==> src/design/asl_pkg.sv <==
// abort and landing sequencer: shared constants and types
// assumes one 125 MHz clock; register map sits on an apb slave
package asl_pkg;

  // ==========================================================
  // clock and delays
  localparam longint unsigned CLK_HZ        = 64'd125_000_000;
  localparam longint unsigned T_SEP_MS      = 64'd3000;
  localparam longint unsigned T_ARM_MS      = 64'd800;
  localparam longint unsigned T_APEX_MS     = 64'd400;
  localparam longint unsigned T_DROGUE_MS   = 64'd2000;
  localparam longint unsigned T_PILOT_MS    = 64'd14000;
  localparam logic [31:0] SEP_CYC    = 32'(T_SEP_MS * CLK_HZ / 64'd1000);
  localparam logic [31:0] ARM_CYC    = 32'(T_ARM_MS * CLK_HZ / 64'd1000);
  localparam logic [31:0] APEX_CYC   = 32'(T_APEX_MS * CLK_HZ / 64'd1000);
  localparam logic [31:0] DROGUE_CYC = 32'(T_DROGUE_MS * CLK_HZ / 64'd1000);
  localparam logic [31:0] PILOT_CYC  = 32'(T_PILOT_MS * CLK_HZ / 64'd1000);

  // ==========================================================
  // register map (byte addresses)
  localparam logic [7:0] OFF_CTRL   = 8'h00;
  localparam logic [7:0] OFF_MANCMD = 8'h04;
  localparam logic [7:0] OFF_STATUS = 8'h08;

  // control fields
  localparam int CTRL_MANUAL = 0;
  localparam int CTRL_CMDPOS = 1;
  localparam int CTRL_ARM    = 2;
  localparam int CTRL_CLEAR  = 3;
  localparam logic [2:0] CTRL_RESET = 3'h0;

  // manual command fields (write one to fire)
  localparam int MAN_APEX    = 0;
  localparam int MAN_DROGUE  = 1;
  localparam int MAN_RELEASE = 2;
  localparam int MAN_PILOT   = 3;

  // ==========================================================
  // relay and pyro command word
  typedef struct packed {
    logic apex_jettison;
    logic drogue_deploy;
    logic drogue_release;
    logic pilot_deploy;
    logic prop_dump;
    logic thruster_enable_set;
    logic settling_thrust_out;
    logic rate_stab_inhibit;
    logic vehicle_separation_out;
    logic thruster_enable_arm;
  } asl_cmd_t;

  typedef enum logic [1:0] { B_IDLE, B_SETTLE, B_ARMWAIT, B_DONE } asl_bstate_t;

endpackage

==> src/design/asl_sequencer.sv <==
// abort and landing sequencer: landing chain, escape abort switchover,
// main_engine abort timing, apb register slave
// assumes crew switch and altitude contact inputs are clean and synchronous
//
// Operation
// - manual selector position suppresses all timed landing chain functions.
// - manual selector position blocks arming, landing controller never activates.
// - four manual commands fire apex, drogue deploy, drogue release, pilot chute.
// - command position inhibits propellant dump outputs of the low-altitude mode.
// - after switchover, escape separation drives thruster enable set coils.
// - escape abort below 30,000 ft after switchover uses timed landing chain.
// - escape abort 30,000 to 100,000 ft uses altitude contacts for every step.
// - engine abort accepted only between tower jettison and vehicle separation.
// - after tower jettison only manual request starts the engine abort.
// - engine abort start immediately fires settling thrust outputs.
// - settling thrust also inhibits pitch and yaw rate stabilization.
// - vehicle separation output asserts 3.0 s after engine abort start.
// - thruster enable arm asserts a further 0.8 s after separation.
// - apex cover jettison 0.4 s after landing controller activation.
// - drogue igniter 2.0 s after landing controller activation.
// - pilot chute and drogue release 14.0 s after activation.
`timescale 1ns/1ps
module asl_sequencer
  import asl_pkg::*;
#(
  parameter logic [31:0] SEP_CYCLES    = SEP_CYC,
  parameter logic [31:0] ARM_CYCLES    = ARM_CYC,
  parameter logic [31:0] APEX_CYCLES   = APEX_CYC,
  parameter logic [31:0] DROGUE_CYCLES = DROGUE_CYC,
  parameter logic [31:0] PILOT_CYCLES  = PILOT_CYC
) (
  // clock and reset
  input  wire logic        pclk,
  input  wire logic        presetn,
  // apb slave
  input  wire logic        psel,
  input  wire logic        penable,
  input  wire logic        pwrite,
  input  wire logic [7:0]  paddr,
  input  wire logic [31:0] pwdata,
  output logic [31:0]      prdata,
  output logic             pready,
  output logic             pslverr,
  // crew switches and altitude contacts
  input  wire logic        manual_abort_req,
  input  wire logic        auto_abort_detect,
  input  wire logic        tower_jettisoned,
  input  wire logic        vehicle_separated,
  input  wire logic        baro_upper,
  input  wire logic        baro_lower,
  input  wire logic        high_alt_abort,
  // relay and pyro commands
  output asl_cmd_t         cmd,
  output logic             landing_sequence_ctl
);

  // ==========================================================
  // apb decode
  logic [2:0]  ctrl;
  logic [31:0] b_cnt;
  logic [31:0] l_cnt;
  logic        esc_active;
  logic        esc_high;
  logic        esc_lowmode;
  asl_bstate_t b_state;

  wire acc       = psel & penable & pready;
  wire wr        = acc & pwrite;
  wire hit_ctrl  = (paddr == OFF_CTRL);
  wire hit_man   = (paddr == OFF_MANCMD);
  wire hit_stat  = (paddr == OFF_STATUS);
  wire mapped    = hit_ctrl | hit_man | hit_stat;
  wire wr_ctrl   = wr & hit_ctrl;
  wire wr_man    = wr & hit_man;
  wire sclear    = wr_ctrl & pwdata[CTRL_CLEAR];
  wire manual    = ctrl[CTRL_MANUAL];
  wire cmd_pos   = ctrl[CTRL_CMDPOS];
  wire [3:0] manual_override_pos = wr_man ? pwdata[3:0] : 4'h0;

  wire [31:0] stat_word = {17'h0, b_state, esc_high, esc_active, landing_sequence_ctl, cmd};
  wire [31:0] rd_word   = hit_ctrl ? {29'h0, ctrl} :
                          hit_stat ? stat_word : 32'h0;

  // one wait state; pready and read data both registered
  always_ff @(posedge pclk or negedge presetn) begin
    if (!presetn) begin
      pready  <= 1'b0;
      prdata  <= 32'h0;
      pslverr <= 1'b0;
    end else begin
      pready  <= psel & penable & ~pready;
      prdata  <= (psel & penable & ~pready & ~pwrite) ? rd_word : 32'h0;
      pslverr <= psel & penable & ~pready & ~mapped;
    end
  end

  always_ff @(posedge pclk or negedge presetn) begin
    if (!presetn) begin
      ctrl <= CTRL_RESET;
    end else if (wr_ctrl) begin
      ctrl <= pwdata[2:0];
    end
  end

  // ==========================================================
  // escape abort and switchover
  // auto detection only counts while the tower is still on
  wire esc_start = (manual_abort_req | auto_abort_detect) & ~tower_jettisoned & ~esc_active;

  always_ff @(posedge pclk or negedge presetn) begin
    if (!presetn) begin
      esc_active  <= 1'b0;
      esc_high    <= 1'b0;
      esc_lowmode <= 1'b0;
    end else if (sclear) begin
      esc_active  <= 1'b0;
      esc_high    <= 1'b0;
      esc_lowmode <= 1'b0;
    end else if (esc_start) begin
      esc_active  <= 1'b1;
      esc_high    <= high_alt_abort;
      esc_lowmode <= ~cmd_pos;
    end
  end

  // ==========================================================
  // main_engine abort sequence
  wire b_window = tower_jettisoned & ~vehicle_separated;
  wire b_start  = manual_abort_req & b_window & (b_state == B_IDLE);

  asl_bstate_t next_b_state;
  always_comb begin
    next_b_state = b_state;
    unique case (b_state)
      B_IDLE:    if (b_start) next_b_state = B_SETTLE;
      B_SETTLE:  if (b_cnt >= SEP_CYCLES - 32'd1) next_b_state = B_ARMWAIT;
      B_ARMWAIT: if (b_cnt >= SEP_CYCLES + ARM_CYCLES - 32'd1) next_b_state = B_DONE;
      B_DONE:    next_b_state = B_DONE;
    endcase
  end

  always_ff @(posedge pclk or negedge presetn) begin
    if (!presetn) begin
      b_state <= B_IDLE;
      b_cnt   <= 32'h0;
    end else if (sclear) begin
      b_state <= B_IDLE;
      b_cnt   <= 32'h0;
    end else begin
      b_state <= next_b_state;
      // counts edges spent in the timed states, so the start edge itself is not counted
      b_cnt   <= (b_state == B_SETTLE || b_state == B_ARMWAIT) ? b_cnt + 32'd1 : b_cnt;
    end
  end

  // ==========================================================
  // landing sequence controller
  wire land_go    = ctrl[CTRL_ARM] & ~manual & baro_upper & ~landing_sequence_ctl;
  wire timed_mode = ~esc_high;
  wire l_run      = landing_sequence_ctl & ~manual & timed_mode & (l_cnt < PILOT_CYCLES);

  always_ff @(posedge pclk or negedge presetn) begin
    if (!presetn) begin
      landing_sequence_ctl <= 1'b0;
      l_cnt                <= 32'h0;
    end else if (sclear) begin
      landing_sequence_ctl <= 1'b0;
      l_cnt                <= 32'h0;
    end else begin
      landing_sequence_ctl <= landing_sequence_ctl | land_go;
      l_cnt                <= l_run ? l_cnt + 32'd1 : l_cnt;
    end
  end

  // timed chain or altitude contacts, each gated off in manual
  wire auto_ok     = landing_sequence_ctl & ~manual;
  wire t_apex      = auto_ok & (timed_mode ? (l_cnt >= APEX_CYCLES) : baro_upper);
  wire t_drogue    = auto_ok & (timed_mode ? (l_cnt >= DROGUE_CYCLES) : baro_upper);
  wire t_pilot     = auto_ok & (timed_mode ? (l_cnt >= PILOT_CYCLES) : baro_lower);

  // ==========================================================
  // command outputs, all registered; settling thrust, rate inhibit, separation, arm and dump follow state, the rest latch
  asl_cmd_t next_cmd;
  always_comb begin
    next_cmd                        = cmd;
    next_cmd.apex_jettison          = cmd.apex_jettison | t_apex | manual_override_pos[MAN_APEX];
    next_cmd.drogue_deploy          = cmd.drogue_deploy | t_drogue | manual_override_pos[MAN_DROGUE];
    next_cmd.drogue_release         = cmd.drogue_release | t_pilot | manual_override_pos[MAN_RELEASE];
    next_cmd.pilot_deploy           = cmd.pilot_deploy | t_pilot | manual_override_pos[MAN_PILOT];
    next_cmd.prop_dump              = esc_active & esc_lowmode & ~cmd_pos;
    next_cmd.thruster_enable_set    = cmd.thruster_enable_set | (esc_active & cmd_pos);
    next_cmd.settling_thrust_out    = (next_b_state == B_SETTLE);
    next_cmd.rate_stab_inhibit      = (next_b_state == B_SETTLE);
    next_cmd.vehicle_separation_out = (next_b_state == B_ARMWAIT) | (next_b_state == B_DONE);
    next_cmd.thruster_enable_arm    = (next_b_state == B_DONE);
  end

  always_ff @(posedge pclk or negedge presetn) begin
    if (!presetn) begin
      cmd <= '0;
    end else if (sclear) begin
      cmd <= '0;
    end else begin
      cmd <= next_cmd;
    end
  end
endmodule

==> config.mk <==
export PLATFORM = sky130hd
export DESIGN_NAME = asl_sequencer
export DESIGN_NICKNAME = d
export VERILOG_FILES = /design/src/design/asl_pkg.sv /design/src/design/asl_sequencer.sv
export SDC_FILE = /design/constraint.sdc
export NUM_CORES = 1
export LEC_CHECK = 0
export BUFFER_PORTS_ARGS = -buffer_cell sky130_fd_sc_hd__clkbuf_2
export CAP_MARGIN = 10
export CORE_AREA = 2 2 126 128
export DETAILED_ROUTE_END_ITERATION = 10
export DIE_AREA = 0 0 128 130
export PLACE_DENSITY = 0.58
export SLEW_MARGIN = 20
export SYNTH_ARGS = -nofsm -noshare
export SYNTH_HDL_FRONTEND = slang
export SYNTH_SLANG_ARGS = --single-unit
==> constraint.sdc <==
create_clock -name pclk -period 3.28 [get_ports pclk]
set_input_delay 0.82 -clock pclk [delete_from_list [all_inputs] [get_ports pclk]]
set_output_delay 0.82 -clock pclk [all_outputs]
set_load 0.02 [all_outputs]
==> impl_metrics.py, run 1 <==
metrics = {
    "route": {
        "dr.first_iter.drc_count": 326,
        "drcViolationCount": 0,
        "wl_um": 11300,
        "vias_per_cell": 5.12,
        "dr.pass1.iters": 4,
        "ant_nets": 0,
        "dr_total_vias": 4114,
        "routedWlPerCell_um": 14.1,
    },
    "placed_design": {
        "dp.cells": 787,
        "dp_slack_ns": 0.405,
        "dpl.hpwl_um": 8110,
        "place_congestion": 0.843,
        "dpl_cell_area_um2": 5680,
        "io_buffers": 51,
    },
    "clocking": {
        "cts-root-buf": "clkbuf_16",
        "ctsResizeCount": 0,
        "clkSlewWorstSetupHoldPaths_ns": 0.06,
        "numCtsBuffers": 9,
        "clk_latency_ns": 0.34,
        "clock_path_buffers": 2,
        "cts_sinks": 99,
        "h-tree-depth": 3,
        "ctsHoldBuffers": 0,
        "postCtsSetupRepairBufs": 0,
        "cts_tree": "done",
    },
    "sta": {
        "slew_headroom_pct": 51.2,
        "rsz0062_at_grt": "false",
        "drv_slew": 0,
        "setup_violations": 0,
        "min_period_ns": 2.63,
        "post-route-period-util_pct": 80.0,
        "fin_worst_skew_ns": 0.0105,
        "tns_ns": 0,
        "final_critical_path_setup_slack_ns": 0.655,
        "hold_viol": 0,
        "tightest_slew_ns": 0.729,
        "max_freq_mhz": 381,
    },
    "floorplanning": {
        "die_area_um2": 16600,
        "core-area_um2": 15400,
        "start_util_pct": 34.2,
        "rows": 46,
        "die_height_um": 130,
        "die_w_um": 128,
        "pin_count": 97,
    },
    "setup_path": {
        "reg2reg_depth": 7,
        "critPathLaunchType": "register",
        "ff2ff_setup_slack_ns": 0.65,
        "cp_max_fo": 10,
        "cpMaxStageDelayCell": "or3_1",
        "slowest_delay_ns": 0.46,
        "crit_buf_inv": 1,
        "crit_type": "reg2reg",
        "reg2reg_from": "b_state[0]",
        "crit_arrival_ns": 2.89,
        "cp_cell_sequence": "inv_1 > ha_1 > nand2_1 > nor4_4 > nand3b_1 > or3_1 > a21oi_1",
        "worstPathRequired_ns": 3.54,
        "cp-end-kind": "register",
        "crit-reg2reg-capture": "b_cnt[28]",
        "crit_family": "simple AND/OR/NAND/NOR gates",
    },
    "min_path": {
        "whs_endpoint": "prdata[5]",
        "hp-class": "reg2reg",
        "worstHoldStart": "cmd[5]",
        "min_path_cells": 1,
    },
    "layout": {
        "fin_area_um2": 5980,
        "drive_gt1_share_pct": 14.9,
        "diodes": 0,
        "layout.nets": 666,
        "fin_util_pct": 38.8,
        "fillCellCount": 1545,
        "fin_cells": 803,
        "area_growth_pct": 13.4,
    },
    "logic_synthesis": {
        "ys_warn_count": 0,
        "yosysMostFrequentCell": "dfrtp_1",
        "yosys-top-cells-area": "dfrtp_1, nor2_1, xnor2_1",
        "synthCells": 562,
        "synth_top_cell_by_area": "dfrtp_1",
        "synth_top_area_share_pct": 47.0,
        "synth.distinct_cells": 57,
        "synthFlopType": "dfrtp_1",
        "synthTopCellsByCount": "dfrtp_1, nor2_1, nand2_1, xnor2_1, nor3_1",
        "netlist_area_um2": 5270,
        "syn_area_per_cell_um2": 9.38,
        "synth-edff-count": 0,
        "synth.ff_latch_count": 99,
        "synth-seq-area-share_pct": 47.0,
        "async_flop_share_pct": 100,
    },
    "grt": {
        "track_usage_pct": 14.0,
        "grt_max_degree": 56,
        "overflow": 0,
        "grt_pass1_vias": 3885,
        "antenna_found_initial": 0,
        "grt_pass1_wl_um": 19100,
    },
    "status": {
        "status": "finished, final reports clean",
    },
    "job": {
        "cap_violations": 0,
    },
    "power": {
        "p_per_area_nw_per_um2": 482,
        "power.leakage_uw": 0.00265,
        "ir_drop_mv": 0.249,
    },
}
-- area by class of cell --
type	count	area, µm²	share of cell area (%)
multi-input combinational	422	2570	42.9
tap	192	240	4.02
inverter	17	63.8	1.07
clock inverter	3	21.3	0.356
timing repair buffer	57	340	5.69
sequential	99	2480	41.4
clock buffer	13	270	4.52
-- per-layer routing --
| metal | vias up | track usage (%) | share of wire, % |
|---|---|---|---|
| met3 | 9 | 2.50 | 5.1 |
| met1 | 1980 | 19.4 | 47 |
| met5 | - | 0 | 0 |
| li1 | 2000 | - | - |
| met2 | 125 | 22.6 | 47 |
| met4 | 0 | 4.01 | 1.2 |
-- layout by cell type, fill, tap and decap left out, types with 16 or more instances in the layout --
cell type and instances:
nor2_1 87, nor3_1 24, a21oi_1 20, xor2_1 20, xnor2_1 33, nand3_1 19, nand2_1 46, dfrtp_1 99
clkbuf_2 50, nor4_1 16, conb_1 17, inv_1 17
-- kinds of logic (layout without fill, tap and decap cells) --
| kind of cell | count (synthesis) | count (layout) | synth area share (%) |
|---|---|---|---|
| buf+inv | 57 | 90 | 5.65 |
| simple gates | 274 | 274 | 27.4 |
| xor+xnor | 53 | 53 | 8.80 |
| flops | 99 | 99 | 47.0 |
| other cells | 1 | 17 | 0.0711 |
| mux | 9 | 9 | 1.76 |
| fa+ha+maj | 8 | 8 | 1.90 |
| compound gates | 61 | 61 | 7.45 |
-- registers in the layout, indices dropped and copies added (netlist names) --
| name | cells |
|---|---|
| b_cnt | 32 |
| l_cnt | 32 |
| prdata | 15 |
| cmd | 9 |
| ctrl | 3 |
| b_state | 2 |
| esc_active | 1 |
| esc_high | 1 |
| esc_lowmode | 1 |
| landing_sequence_ctl | 1 |
| pready | 1 |
| pslverr | 1 |
-- power breakdown --
group          internal, µW  switching [µW]  total, µW
logic                   186             291        477
clock network           577             442       1020
registers              1300            85.7       1380
total                  2060             819       2880
-- worst max-delay path by stage --
| stage | start | to | slack [ns] | depth (start not counted) |
|---|---|---|---|---|
| after floorplan | paddr[3] | b_state[1] | 0.77 | 8 |
| after global placement | paddr[5] | prdata[4] | 0.49 | 6 |
| after detailed placement | paddr[5] | prdata[12] | 0.40 | 6 |
| after CTS | b_state[0] | b_cnt[28] | 0.63 | 7 |
| after global routing | b_state[0] | b_cnt[22] | 0.42 | 7 |
| final | b_state[0] | b_cnt[28] | 0.65 | 7 |
-- through the flow --
stage / power (µW) / hold WS (ns)
final: 2880 / 0.498
after global routing: 3030 / 0.531
after CTS: 2910 / 0.503
after detailed placement: 1880 / 0.489
after global placement: 1870 / 0.485
after floorplan: 1760 / 0.452
-- worst reg2reg max path, cell delays in order (launching register included) --
cell and delay, ns:
dfrtp_1 0.43, inv_1 0.13, ha_1 0.44, nand2_1 0.20, nor4_4 0.35, nand3b_1 0.40
or3_1 0.46, a21oi_1 0.14
No activity file was read; power rests on OpenSTA's default activity.
==> run 2, diff against run 1 <==
Settings changed: PLACE_DENSITY 0.58 to 0.6.
Clock period 3.28 ns to 2.27 ns, I/O delays scaled along.
==> run 2 against run 1 <==
Effect of this change: die area unchanged; register-to-register slack got worse by 0.58 ns; first-iteration DRC count decreased by 16%; non-clock buffer count increased by 47.
==> impl_metrics.py, run 2 (synthesized netlist as in run 1, its figures left out) <==
metrics = {
    "setup_path": {
        "slowest_delay_ns": 0.47,
        "critPathLaunchType": "register",
        "reg2reg_from": "b_state[1]",
        "worstPathRequired_ns": 2.49,
        "startpoint": "b_state[1]",
        "crit_family": "simple AND/OR/NAND/NOR gates",
        "cpMaxStageDelayCell": "or4_4",
        "cp-end-kind": "register",
        "crit_type": "reg2reg",
        "crit_arrival_ns": 2.42,
        "cp_max_fo": 3,
        "crit_buf_inv": 1,
        "cp_cell_sequence": "inv_1 > ha_4 > nand3_1 > or4_4 > nor3_4 > or3b_1 > xor2_1 > nor2_2",
    },
    "grt": {
        "grt_util_met2_pct": 24.1,
        "track_usage_pct": 14.7,
        "antenna_found_initial": 0,
        "gr-usage-met1_pct": 20.3,
        "grt-busiest-layer": "met2",
        "grt_max_degree": 44,
        "overflow": 0,
        "use_met3_pct": 2.38,
        "grt_pass1_wl_um": 19900,
        "grt_pass1_vias": 4118,
    },
    "power": {
        "p_total_uw": 4570,
        "power.leakage_uw": 0.00290,
        "ir_drop_mv": 0.411,
        "p_per_area_nw_per_um2": 713,
    },
    "sta": {
        "hold_viol": 0,
        "fin_worst_skew_ns": 0.0105,
        "setup_violations": 0,
        "rsz0062_at_grt": "true",
        "post-route-period-util_pct": 96.9,
        "max_freq_mhz": 455,
        "min_period_ns": 2.20,
        "drv_slew": 0,
        "tightest_slew_ns": 0.546,
        "tns_ns": 0,
        "slew_headroom_pct": 63.6,
    },
    "route": {
        "routedWlPerCell_um": 14.0,
        "dr_total_vias": 4283,
        "dr.first_iter.drc_count": 274,
        "dr.pass1.iters": 4,
        "drcViolationCount": 0,
        "vias_per_cell": 5.04,
        "wl_um": 11900,
        "ant_nets": 0,
    },
    "layout": {
        "multi_input_area_um2": 2580,
        "fin_util_pct": 41.5,
        "fin_cells": 850,
        "diodes": 0,
        "final_cell_mix": "dfrtp_1, nor2_1, buf_4",
        "layout_commonest_cell": "dfrtp_1",
        "area_growth_pct": 21.5,
        "layout.nets": 713,
        "fillCellCount": 1497,
        "largestRegisters": "b_cnt: 32 flops, l_cnt: 32 flops, prdata: 15 flops",
        "seqCellArea_um2": 2480,
        "drive_gt1_share_pct": 21.3,
    },
    "clocking": {
        "clk_latency_ns": 0.34,
        "h-tree-depth": 3,
        "clkSlewWorstSetupHoldPaths_ns": 0.07,
        "cts-root-buf": "clkbuf_16",
        "clock_path_buffers": 2,
        "cts_sinks": 99,
        "numCtsBuffers": 9,
        "cts_tree": "done",
    },
    "floorplanning": {
        "die_w_um": 128,
        "die_area_um2": 16600,
        "die_height_um": 130,
        "rows": 46,
        "core-area_um2": 15400,
        "pin_count": 97,
        "start_util_pct": 34.2,
    },
    "min_path": {
        "hp-class": "in2async",
    },
    "placed_design": {
        "place_congestion": 0.817,
        "dp.cells": 833,
        "io_buffers": 51,
        "dpl.hpwl_um": 8840,
    },
    "job": {
        "cap_violations": 0,
    },
    "status": {
        "status": "finished, final reports clean",
    },
}
-- run 2: changes by cell type in the layout (fill, tap and decap cells not counted), sizes merged --
cell	change
buf	+47
bufinv	+2
clkinv	-2
-- run 2: final timing paths --
check | end | cells after the start | slack, ns
worst min-delay path | l_cnt[22] | 1 | 0.19
min in group pclk | ctrl[1] | 3 | 0.49
worst max register to register | b_cnt[31] | 8 | 0.07
max in group asynchronous | l_cnt[0] | 2 | 1.40
worst min register to register | prdata[5] | 1 | 0.50
worst max-delay path | b_cnt[31] | 8 | 0.07
-- run 2: where the power goes --
group          switching, µW  internal, µW
logic                    472           375
clock network            645          1090
registers                112          1870
total                   1230          3340
-- run 2: repair_timing --
action	CTS	global route
setup buffers	0	1
hold buffers	0	0
gates resized for setup	0	1
setup endpoints to repair	0	2
-- run 2: layer usage --
| metal | vias to the layer above | share of wire (%) | routed length, µm |
|---|---|---|---|
| li1 | 2093 | - | - |
| met1 | 2067 | 48 | 5720 |
| met2 | 118 | 46 | 5510 |
| met3 | 5 | 4.3 | 515 |
| met4 | 0 | 0.92 | 109 |
| met5 | - | 0 | 0 |
-- run 2: layout make-up --
cell class                      instances  share of cell area (%)
Inverter                               17                   0.996
Multi-Input combinational cell        422                    40.3
Tap cell                              192                    3.75
Sequential cell                        99                    38.7
Clock buffer                           13                    4.38
Timing Repair Buffer                  104                    10.8
Clock inverter                          3                    1.05
-- run 2: worst reg2reg max path: stages (launching register included) --
cell     delay, ns
dfrtp_1       0.37
inv_1         0.09
ha_4          0.27
nand3_1       0.11
or4_4         0.47
nor3_4        0.18
or3b_1        0.38
xor2_1        0.19
nor2_2        0.05
-- run 2: metrics by stage --
stage	setup WS, ns	area [µm²]	hold slack (ns)
finish	0.0702	6410	0.194
global route	-0.0326	6410	0.226
CTS	0.0124	6390	0.213
detailed placement	0.0446	6040	0.489
global placement	0.0777	6040	0.476
floorplan	0.0155	5350	0.272
